### config.mk
export PLATFORM = sky130hd
export DESIGN_NAME = ebcr_top
export DESIGN_NICKNAME = d
export VERILOG_FILES = /design/src/common/ebcr_pkg.sv /design/src/rtl/ebcr_top.sv
export SDC_FILE = /design/constraint.sdc
export NUM_CORES = 1
export LEC_CHECK = 0
export CORE_MARGIN = 5
export CORE_UTILIZATION = 33
export DETAILED_ROUTE_END_ITERATION = 6
export DONT_BUFFER_PORTS = 1
export PLACE_DENSITY_LB_ADDON = 0.08
export RECOVER_POWER = 100
export SLEW_MARGIN = 20
export SYNTH_ARGS = -nofsm -noshare
export SYNTH_HDL_FRONTEND = slang
export SYNTH_SLANG_ARGS = --single-unit
### constraint.sdc
create_clock -name aclk -period 1.8 [get_ports aclk]
set_clock_uncertainty 0.05 [all_clocks]
set_input_delay 0.18 -clock aclk [delete_from_list [all_inputs] [get_ports aclk]]
set_output_delay 0.18 -clock aclk [all_outputs]
set_load 0.05 [all_outputs]
### src/common/ebcr_pkg.sv
// ebcr_pkg: register map, field positions, reset values and bus carriers
// for the extended bus configuration register bank.
// assumes an AXI4-Lite master with 32-bit data and 8-bit byte addresses.
package ebcr_pkg;
   // ----------------------------------------------------------------
   // register map (index = printed offset, byte address = index * 4)
   // ----------------------------------------------------------------
   localparam logic [5:0] EBCR_CFG_INDEX = 6'h3f;
   localparam logic [5:0] EBCR_STAT_INDEX = 6'h3e;
   localparam int EBCR_ADDR_W = 8;
   localparam logic [15:0] EBCR_CFG_RESET = 16'h0000;
   // defined fields; reserved positions 10, 7, 5, 3 read as zero
   localparam logic [15:0] EBCR_CFG_MASK = 16'hfb57;
   // ----------------------------------------------------------------
   // field positions
   // ----------------------------------------------------------------
   localparam int EBCR_EXT_OUT_LSB = 12;
   localparam int EBCR_HEARTBEAT_IGNORE = 11;
   localparam int EBCR_JABBER_TIMER_OFF = 9;
   localparam int EBCR_AUTO_SELECT = 8;
   localparam int EBCR_LOOPBACK = 6;
   localparam int EBCR_HOLD_EDGE = 4;
   localparam int EBCR_COMPRESS_MATCH = 2;
   localparam int EBCR_COMPRESS_NOMATCH = 1;
   localparam int EBCR_REJECT_MATCH = 0;
   // ----------------------------------------------------------------
   // bus responses
   // ----------------------------------------------------------------
   localparam logic [1:0] EBCR_RESP_OKAY = 2'h0;
   localparam logic [1:0] EBCR_RESP_SLVERR = 2'h2;
   // ----------------------------------------------------------------
   // bus carriers
   // ----------------------------------------------------------------
   typedef struct packed {
      logic awvalid;
      logic [EBCR_ADDR_W-1:0] awaddr;
      logic wvalid;
      logic [31:0] wdata;
      logic [3:0] wstrb;
      logic bready;
      logic arvalid;
      logic [EBCR_ADDR_W-1:0] araddr;
      logic rready;
   } ebcr_axi_req_type;
   typedef struct packed {
      logic awready;
      logic wready;
      logic bvalid;
      logic [1:0] bresp;
      logic arready;
      logic rvalid;
      logic [31:0] rdata;
      logic [1:0] rresp;
   } ebcr_axi_rsp_type;
endpackage

### src/rtl/ebcr_top.sv
// ebcr_top: extended bus configuration register with its control outputs.
// assumes the controller core supplies bus-master, mode, link and filter
// status synchronous to aclk; the software reset input is only observed.
//
// Contract
// RULE_01: 16-bit read/write configuration register at index 3fh.
// RULE_02: hardware reset clears all bits; output levels unknown until written.
// RULE_03: software reset leaves every bit of the register unchanged.
// RULE_04: software should write only while the controller is in software reset.
// RULE_05: as bus master, drive four user outputs from bits 15-12.
// RULE_06: user outputs only available when extended bus mode selected.
// RULE_07: bit 11 set ignores heartbeat; clear keeps heartbeat checking.
// RULE_08: bit 9 clear runs jabber timer; set disables it.
// RULE_09: bit 8 picks attachment port only without good twisted-pair link.
// RULE_10: automatic port selection disregards the external port-select pin.
// RULE_11: bit 6 enables transceiver loopback.
// RULE_12: bit 4 delays hold request assertion and release by half clock.
// RULE_13: bit 2 alone asserts compress output on filter address match.
// RULE_14: reserved bits 10, 7, 5, 3 written zero and have no function.
// RULE_15: readback returns the last written value of every defined field.
//
// Chosen here: the AXI4-Lite slave port.
`timescale 1ns/1ps
module ebcr_top
   import ebcr_pkg::*;
(
   input wire logic aclk,
   input wire logic aresetn,
   input wire ebcr_pkg::ebcr_axi_req_type axi_req,
   output ebcr_pkg::ebcr_axi_rsp_type axi_rsp,
   input wire logic sw_reset,
   input wire logic bus_master,
   input wire logic ext_bus_mode,
   input wire logic tp_link_good,
   input wire logic port_select_pin,
   input wire logic hold_request,
   input wire logic rx_addr_valid,
   input wire logic rx_addr_match,
   output logic [3:0] extended_user_output,
   output logic extended_user_output_oe_n,
   output logic heartbeat_check_en,
   output logic jabber_timer_en,
   output logic aui_selected,
   output logic transceiver_loopback,
   output logic bus_hold_out,
   output logic packet_compress_output,
   output logic reject_on_filter_match
);
   import ebcr_pkg::*;

   // ----------------------------------------------------------------
   // register state
   // ----------------------------------------------------------------
   logic [15:0] cfg_r;
   logic [15:0] cfg_nxt;
   logic aw_held_r;
   logic w_held_r;
   logic [EBCR_ADDR_W-1:0] awaddr_r;
   logic [31:0] wdata_r;
   logic [3:0] wstrb_r;
   logic bvalid_r;
   logic [1:0] bresp_r;
   logic rvalid_r;
   logic [31:0] rdata_r;
   logic [1:0] rresp_r;
   logic [3:0] ext_out_level_r;
   logic ext_drive_r;
   logic aui_sel_r;
   logic hold_q_r;
   logic hold_out_r;
   logic compress_r;
   logic reject_r;

   // ----------------------------------------------------------------
   // bus decode
   // ----------------------------------------------------------------
   wire aw_take = axi_req.awvalid && axi_rsp.awready;
   wire w_take = axi_req.wvalid && axi_rsp.wready;
   wire ar_take = axi_req.arvalid && axi_rsp.arready;
   wire do_write = aw_held_r && w_held_r && !bvalid_r;
   // RULE_01 index decode
   wire wr_cfg = awaddr_r[7:2] == EBCR_CFG_INDEX;
   wire wr_stat = awaddr_r[7:2] == EBCR_STAT_INDEX;
   wire rd_cfg = axi_req.araddr[7:2] == EBCR_CFG_INDEX;
   wire rd_stat = axi_req.araddr[7:2] == EBCR_STAT_INDEX;
   wire [15:0] lane_mask = {{8{wstrb_r[1]}}, {8{wstrb_r[0]}}};
   // RULE_14 reserved bits masked
   wire [15:0] wr_val = wdata_r[15:0] & EBCR_CFG_MASK;
   wire [15:0] stat_val = {11'h000, reject_r, compress_r, bus_hold_out, ext_drive_r, aui_sel_r};
   wire [31:0] rd_val = rd_cfg ? {16'h0000, cfg_r} : (rd_stat ? {16'h0000, stat_val} : 32'h0);

   assign axi_rsp.awready = !aw_held_r && !bvalid_r;
   assign axi_rsp.wready = !w_held_r && !bvalid_r;
   assign axi_rsp.bvalid = bvalid_r;
   assign axi_rsp.bresp = bresp_r;
   assign axi_rsp.arready = !rvalid_r;
   assign axi_rsp.rvalid = rvalid_r;
   assign axi_rsp.rdata = rdata_r;
   assign axi_rsp.rresp = rresp_r;

   // RULE_03 software reset not used here
   // RULE_04 writes accepted in any state, software keeps the order
   assign cfg_nxt = (do_write && wr_cfg) ? ((cfg_r & ~lane_mask) | (wr_val & lane_mask)) : cfg_r;

   // ----------------------------------------------------------------
   // write channel
   // ----------------------------------------------------------------
   always_ff @(posedge aclk) begin
      if (!aresetn) begin
         aw_held_r <= 1'b0;
         w_held_r <= 1'b0;
         awaddr_r <= '0;
         wdata_r <= 32'h0;
         wstrb_r <= 4'h0;
      end else begin
         if (aw_take) begin
            aw_held_r <= 1'b1;
            awaddr_r <= axi_req.awaddr;
         end else if (do_write) begin
            aw_held_r <= 1'b0;
         end
         if (w_take) begin
            w_held_r <= 1'b1;
            wdata_r <= axi_req.wdata;
            wstrb_r <= axi_req.wstrb;
         end else if (do_write) begin
            w_held_r <= 1'b0;
         end
      end
   end

   always_ff @(posedge aclk) begin
      if (!aresetn) begin
         bvalid_r <= 1'b0;
         bresp_r <= EBCR_RESP_OKAY;
      end else if (do_write) begin
         bvalid_r <= 1'b1;
         bresp_r <= (wr_cfg || wr_stat) ? EBCR_RESP_OKAY : EBCR_RESP_SLVERR;
      end else if (axi_req.bready) begin
         bvalid_r <= 1'b0;
      end
   end

   // RULE_02 hardware reset clears
   // output level bits reset too; zero is one legal unknown value
   always_ff @(posedge aclk) begin
      if (!aresetn) begin
         cfg_r <= EBCR_CFG_RESET;
      end else begin
         cfg_r <= cfg_nxt;
      end
   end

   // ----------------------------------------------------------------
   // read channel
   // ----------------------------------------------------------------
   // RULE_15 readback of fields
   always_ff @(posedge aclk) begin
      if (!aresetn) begin
         rvalid_r <= 1'b0;
         rdata_r <= 32'h0;
         rresp_r <= EBCR_RESP_OKAY;
      end else if (ar_take) begin
         rvalid_r <= 1'b1;
         rdata_r <= rd_val;
         rresp_r <= (rd_cfg || rd_stat) ? EBCR_RESP_OKAY : EBCR_RESP_SLVERR;
      end else if (axi_req.rready) begin
         rvalid_r <= 1'b0;
      end
   end

   // ----------------------------------------------------------------
   // control outputs
   // ----------------------------------------------------------------
   // RULE_05 master drives levels
   wire ext_drive_nxt = bus_master && ext_bus_mode;
   // RULE_09 auto port choice
   // RULE_10 pin ignored in auto
   wire aui_nxt = cfg_r[EBCR_AUTO_SELECT] ? !tp_link_good : port_select_pin;
   // RULE_13 compress on match
   wire compress_nxt = (cfg_r[EBCR_COMPRESS_MATCH] && !cfg_r[EBCR_COMPRESS_NOMATCH] && rx_addr_match)
      || (cfg_r[EBCR_COMPRESS_NOMATCH] && !cfg_r[EBCR_COMPRESS_MATCH] && !rx_addr_match);

   always_ff @(posedge aclk) begin
      if (!aresetn) begin
         ext_out_level_r <= 4'h0;
         ext_drive_r <= 1'b0;
         aui_sel_r <= 1'b0;
      end else begin
         ext_out_level_r <= cfg_r[15:EBCR_EXT_OUT_LSB];
         ext_drive_r <= ext_drive_nxt;
         aui_sel_r <= aui_nxt;
      end
   end

   // RULE_12 hold edge delay
   // one aclk stands for the half bus clock; the late edge costs a cycle
   always_ff @(posedge aclk) begin
      if (!aresetn) begin
         hold_q_r <= 1'b0;
         hold_out_r <= 1'b0;
      end else begin
         hold_q_r <= hold_request;
         hold_out_r <= cfg_r[EBCR_HOLD_EDGE] ? hold_q_r : hold_request;
      end
   end

   // results stand until the next received address
   always_ff @(posedge aclk) begin
      if (!aresetn) begin
         compress_r <= 1'b0;
         reject_r <= 1'b0;
      end else if (rx_addr_valid) begin
         compress_r <= compress_nxt;
         reject_r <= cfg_r[EBCR_REJECT_MATCH] && rx_addr_match;
      end
   end

   // RULE_06 mode gates outputs
   assign extended_user_output = ext_out_level_r;
   assign extended_user_output_oe_n = !ext_drive_r;
   // RULE_07 heartbeat ignore
   assign heartbeat_check_en = !cfg_r[EBCR_HEARTBEAT_IGNORE];
   // RULE_08 jabber timer off
   assign jabber_timer_en = !cfg_r[EBCR_JABBER_TIMER_OFF];
   assign aui_selected = aui_sel_r;
   // RULE_11 loopback enable
   assign transceiver_loopback = cfg_r[EBCR_LOOPBACK];
   assign bus_hold_out = hold_out_r;
   assign packet_compress_output = compress_r;
   assign reject_on_filter_match = reject_r;
endmodule

### Word-level counts from Yosys, hierarchy flattened

Index checks and enable logic that the tools add are counted.

| word-level totals | value |
|---|---|
| output and inout port bits | 53 |
| bits in latches | 0 |
| bits in read-only memories | 0 |
| bits in registers | 92 |
| input bits | 67 |
| memories kept | 0 |
| logic and storage cells | 71 |
| bits in writable memories | 0 |

| operators by class | value |
|---|---|
| multiply operators | 0 |
| magnitude comparators | 0 |
| reductions and logical operators | 32 |
| eq/ne operators | 4 |
| bitwise logic cells | 4 |
| shifts and indexed selects | 0 |
| muxes and demuxes | 13 |
| divide/modulo/power cells | 0 |
| $add $sub $neg | 0 |

Operators with widths:

| kind | number |
|---|---|
| 16-bit bitwise AND | 2 |
| 6-bit == test (second input constant) | 4 |
| 16-bit two-way mux | 1 |
| 16-bit inverter | 1 |
| 16-bit OR | 1 |
| 1-bit logical AND | 14 |
| 1-bit zero test | 11 |
| 1-bit two-way mux | 9 |
| 2-bit nonzero test | 4 |
| 5-bit two-way mux | 1 |
| 2-bit two-way mux | 2 |
| 1-bit logical OR | 3 |

### Depth between registers and ports, before layout

Gate-level depths: netlist of the first run.

| depth | value |
|---|---|
| depth after elaboration | 4 |
| depth in mapped cells | 5 |
| gate-level depth less buffers | 3 |

### Worst setup path after synthesis of the first run

Ideal clock, no wire load.

| timing | value |
|---|---|
| path type | reg-to-reg |
| start | reg bvalid_r |
| end | reg (tool-made name) |
| buffers on the path | 0 |
| cell stages (with the launch flop) | 4 |
| arrival | 1276 ps |
| required time | 1678 ps |
| clock period less this slack | 1397 ps |
| path slack | 403 ps |
| path through | dfxtp_1 -> nand3b_4 -> nor4_4 -> mux2i_1 |

RTL lines:

| what | RTL line | source |
|---|---|---|
| from (decl) | ebcr_top.sv:61 | `logic bvalid_r;` |
| from (signal assigned) | ebcr_top.sv:134 | `bvalid_r <= 1'b0;` |
| from (signal assigned) | ebcr_top.sv:137 | `bvalid_r <= 1'b1;` |
| from (signal assigned) | ebcr_top.sv:140 | `bvalid_r <= 1'b0;` |

==> results of run 1 <==
## final timing paths
check / start / end / cells after the start
setup reg to reg: bvalid_r$_SDFFE_PN0P_ / flip-flop / 4
hold / removal: rx_addr_match / packet_compress_output$_SDFFE_PN0P_ / 2
hold reg to reg: cfg_r[10]$_SDFFE_PN0P_ / cfg_r[10]$_SDFFE_PN0P_ / 2
setup / recovery: bvalid_r$_SDFFE_PN0P_ / axi_rsp[40] / 3
## through the flow
| step | power, W | utilization [%] | setup slack [ns] |
|---|---|---|---|
| after floorplan | 0.00196 | - | 0.403 |
| after global placement | 0.00196 | 35.8 | 0.250 |
| after detailed placement | 0.00196 | 35.8 | 0.258 |
| after CTS | 0.00324 | 42.1 | 0.197 |
| after global routing | 0.00333 | 41.2 | 0.0504 |
| final | 0.00317 | 41.2 | 0.226 |
## final cells by class
| type | instances | area (um^2) | share of cell area [%] |
|---|---|---|---|
| flip-flops and latches | 68 | 1360 | 40.0 |
| multi-input cells | 185 | 1240 | 36.5 |
| repair buffers | 54 | 447 | 13.1 |
| clock buffers | 11 | 151 | 4.45 |
| well taps | 105 | 131 | 3.86 |
| inverters | 10 | 37.5 | 1.10 |
| clock inverters | 5 | 35.0 | 1.03 |
## critical path, cell delays in order, from the launching register on
cell and delay (ns):
dfxtp_1 0.44, buf_4 0.26, nor2_1 0.07, clkbuf_2 0.23
## power breakdown
part           switching, W  internal (W)  leakage [nW]  total, W
combinational      0.000260      0.000142         0.703  0.000403
clock              0.000603      0.000578        0.0957   0.00118
sequential        0.0000381       0.00155         0.553   0.00159
## cell usage after synthesis (2+ instances only)
| cell | instances | area share, % |
|---|---|---|
| and3_1 | 4 | 0.89 |
| or2b_1 | 4 | 1.1 |
| a21boi_0 | 7 | 1.9 |
| dfxtp_1 | 68 | 48 |
| nor2b_1 | 24 | 5.3 |
| nor3b_1 | 2 | 0.53 |
| inv_1 | 9 | 1.2 |
| clkbuf_1 | 14 | 1.9 |
| buf_4 | 21 | 5.6 |
| o21ai_1 | 2 | 0.36 |
| nand2_1 | 34 | 4.5 |
| o31ai_1 | 9 | 2.4 |
| nand4_1 | 5 | 1.1 |
| nor4_4 | 2 | 1.5 |
| nand2b_1 | 3 | 0.67 |
| mux2i_1 | 34 | 12 |
| mux2_2 | 5 | 2.0 |
| nand3_1 | 16 | 2.8 |
| a21oi_1 | 2 | 0.36 |
| buf_2 | 3 | 0.53 |
| o211a_1 | 3 | 1.1 |
| and2_1 | 2 | 0.44 |
| nor2_1 | 3 | 0.40 |
## logic make-up after synthesis
logic type             after synthesis
buffers and inverters               49
AND/OR/NAND/NOR                    103
multiplexers                        39
other                                1
AO/OA/AOI/OAI                       25
flip-flops                          68
## routing by layer
metal	vias to the layer above	share of wire, %	track usage (%)
met5	-	0	0
met2	61	45	18.8
li1	1015	-	-
met1	901	45	15.0
met4	0	1.4	4.84
met3	8	8.0	4.78
==> results.ini, run 1 <==
[status]
status=finished, final reports clean

[synthesis]
synth_fa_ha_area_share_pct=0
avgSynthCellArea_um2=9.89
synth_edf_count=0
yosys_warnings=0
synth.distinct_cells=32
synth.cell_area_um2=2820
synth_ff_type=dfxtp_1
yosys_register_bits=68
synth_compound_area_share_pct=6.70
synth-xor-area-share_pct=0
synthCells=285
yosysSeqAreaShare_pct=48.3
synth_top_family_by_area=simple AND/OR/NAND/NOR gates
synthMuxAreaShare_pct=14.1
ys_async_sr_fraction_pct=0
yosys.area_share.simple_pct=21.3

[place]
placedCellCount=390
hpwl_mm=4.11
place_congestion=0.672
numPortBuffers=0
placed_cell_area_um2=2960

[drt]
dr.pass1.iters=4
vias=1985
drc=0
drtIter0Drc=52
ant_nets=0
wl_per_cell_um=14.1
avgViaCountPerCell=4.53
wirelength_mm=6.19

[clock_tree]
tritoncts=built
htreeDepth=3
cts_setup_buffers=0
clk_latency_ns=0.34
cts_buffer_depth=2
clkTransAtPathRegs_ns=0.08
root_buffer=clkbuf_8
cts_buffers=9
postCtsHoldBufs=32
cts.sinks=68
cts_resized=0

[worst_setup_path]
cp_data_required_time_ns=1.57
endpoint_kind=primary output
path_class=reg2out
reg2reg_setup_slack_ns=0.24
cp-start-kind=flip-flop
crit_arrival_ns=1.34
path_max_fanout=7

[global_route]
antenna_found_initial=0
grt_max_degree=78
grt_usage_pct=12.1
grt_pass1_wl_mm=9.62
grt_pass1_vias=1899
overflow=0

[floorplanning]
io_pins=120
core-area_um2=8260
fp.dieW_um=102
rows=33
die_area_um2=10500
initial_core_util_pct=34.1
die_y_um=102

[cells_and_area]
final_cell_area_um2=3410
layout_commonest_cell=dfxtp_1
fillCellCount=862
mostFrequentLayoutCells=dfxtp_1, nand2_1, mux2i_1
antenna_cells=0
fin_cells=438
area.growth.synth_to_final_pct=20.8
nNetsFinal=395
final_layout_size_suffix_gt1_share_pct=10.2

[timing]
period_needed_ns=1.57
setup_viol=0
clock.fmax_mhz=635
slew-limit-headroom_pct=54.6
fin_hold_ws_ns=0.0283
finalCritPeriodShare_pct=87.5
rsz0062_at_grt=no
drv_slew=0
tightest_slew_ns=0.681
tns_ns=0
final-hold-violation-count=0

[power_and_ir_drop]
powerDensity_nw_per_um2=931
ir_drop_v=0.000277
cellLeakagePower_nw=1.35

[flow_run]
drv_cap=0

[min_path]
hold_path_class=in2reg

Note: power is estimated with default switching activity, not from simulation.
==> run 2: changes to the inputs <==
Settings changed: PLACE_DENSITY set to 0.44, PLACE_DENSITY_LB_ADDON 0.08 to not set.
==> run 2 against run 1 <==
  * Cell count decreased by 0.46%
  * Sequential share of layout area decreased by 0.39 points
  * Flip-flop and latch count unchanged
  * Wire length decreased by 1.1%
  * Largest power group unchanged
==> results.ini, run 2 (synthesis gave the netlist of run 1 again) <==
[timing]
tns_ns=0
fin_ws_ns=0.170
rsz0062_at_grt=no
period_needed_ns=1.63
clock.fmax_mhz=613
slew-limit-headroom_pct=55.6
setup_viol=0
final-hold-violation-count=0
finalCritPeriodShare_pct=90.6
drv_slew=0
tightest_slew_ns=0.666

[power_and_ir_drop]
p_sw_w=0.000917
ir_drop_v=0.000329
clkPwrFrac_pct=41.3
cellLeakagePower_nw=1.39
combPwrFrac_pct=11.9
swShare_pct=27.0
powerDensity_nw_per_um2=989
seqPwrFrac_pct=46.8
p_int_w=0.00248

[global_route]
grt_max_degree=78
overflow=0
grt_pass1_wl_mm=9.71
antenna_found_initial=0
grt_pass1_vias=1948
grt_usage_pct=12.1

[worst_setup_path]
crit_start=bvalid_r$_SDFFE_PN0P_
path_max_fanout=9
endpoint_kind=flip-flop
crit_arrival_ns=1.84
r2r-start=bvalid_r$_SDFFE_PN0P_
cp_data_required_time_ns=2.01
reg2reg_setup_slack_ns=0.17
cp-start-kind=flip-flop
path_class=reg2reg
rr_worst_depth=5

[status]
status=finished, final reports clean

[drt]
drc=0
wirelength_mm=6.12
avgViaCountPerCell=4.47
wl_per_cell_um=14.0
dr.pass1.iters=4
vias=1950
ant_nets=0
drtIter0Drc=53

[min_path]
hold_end=packet_compress_output$_SDFFE_PN0P_
holdPathStages=2
hold_path_class=in2reg
hp-start=rx_addr_match

[floorplanning]
die_area_um2=10500
core-area_um2=8260
fp.dieW_um=102
initial_core_util_pct=34.1
die_y_um=102
io_pins=120
rows=33

[place]
numPortBuffers=0
place_congestion=0.728
placed_cell_area_um2=2940
preCtsSetupSlack_ns=0.228
hpwl_mm=4.06

[clock_tree]
cts.sinks=68
tritoncts=built
htreeDepth=3
clkTransAtPathRegs_ns=0.08
cts_buffer_depth=2
root_buffer=clkbuf_8
clk_latency_ns=0.33
cts_buffers=9

[cells_and_area]
fillCellCount=827
antenna_cells=0
mostFrequentLayoutCells=dfxtp_1, nand2_1, mux2i_1
ff_latch_area_um2=1360
nNetsFinal=393
area.growth.synth_to_final_pct=22.0
multi_input_area_um2=1250
layout_commonest_cell=dfxtp_1
final_cell_area_um2=3440
final_layout_size_suffix_gt1_share_pct=10.6

[flow_run]
drv_cap=0

run 2: changes by cell type in the layout (fill, tap and decap cells not counted):
cell / delta
and2_1: -1
nand3b_1: -1
and2_0: +1
clkbuf_2: +3
buf_4: -3
clkbuf_8: -2
bufinv_16: +2
nand3b_4: +1
inv_6: +1
clkbuf_1: -2
clkinv_2: -1
run 2: power by group through the flow:
stage	combinational, W	sequential, W	clock [W]
floorplan	0.000322	0.00164	0
global placement	0.000328	0.00163	0
detailed placement	0.000331	0.00163	0
CTS	0.000420	0.00159	0.00147
global route	0.000438	0.00160	0.00153
finish	0.000404	0.00159	0.00141
run 2: worst max-delay path by stage:
stage           endpoint  slack (ns)  depth (start not counted)
6_report       flip-flop        0.17                          5
5_1_grt        flip-flop        0.08                          5
4_1_cts        flip-flop        0.20                          4
3_5_place_dp   flip-flop        0.23                          4
3_3_place_gp   flip-flop        0.24                          4
2_1_floorplan  flip-flop        0.40                          3
run 2: area by class of cell:
type | instances | share of cell area [%]
Sequential cell | 68 | 39.6
Inverter | 10 | 1.09
Clock inverter | 7 | 2.87
Timing Repair Buffer | 52 | 12.6
Multi-Input combinational cell | 185 | 36.5
Tap cell | 105 | 3.82
Clock buffer | 9 | 3.60
run 2: stage by stage:
stage          total power, W  utilization (%)  instances  hold WS (ns)
2_1_floorplan         0.00196                -        302         0.252
3_3_place_gp          0.00196             35.6        388         0.255
3_5_place_dp          0.00196             35.6        388         0.256
4_1_cts               0.00348             42.4        436        0.0152
5_1_grt               0.00357             41.7        436        0.0272
6_report              0.00340             41.7        436        0.0345
run 2: layer usage:
metal / up-vias / wire [um] / track usage [%]
met5: - / 0 / 0
met2: 60 / 2740 / 18.5
li1: 1004 / - / -
met1: 880 / 2810 / 15.1
met4: 0 / 76 / 5.45
met3: 6 / 496 / 4.30
run 2: worst max-delay path, cell delays in order, from the launching register on:
cell      delay, ns
dfxtp_1        0.39
nand3b_4       0.19
buf_4          0.17
nor4_4         0.19
clkbuf_2       0.33
mux2i_1        0.23
run 2: repair_timing:
| item | 4_1_cts | 5_1_grt |
|---|---|---|
| resized for setup | 0 | 0 |
| hold buffers | 32 | 0 |
| endpoints found under the hold margin | 68 | 0 |
| endpoints found under the setup margin | 0 | 0 |
| buffers inserted | 0 | 0 |
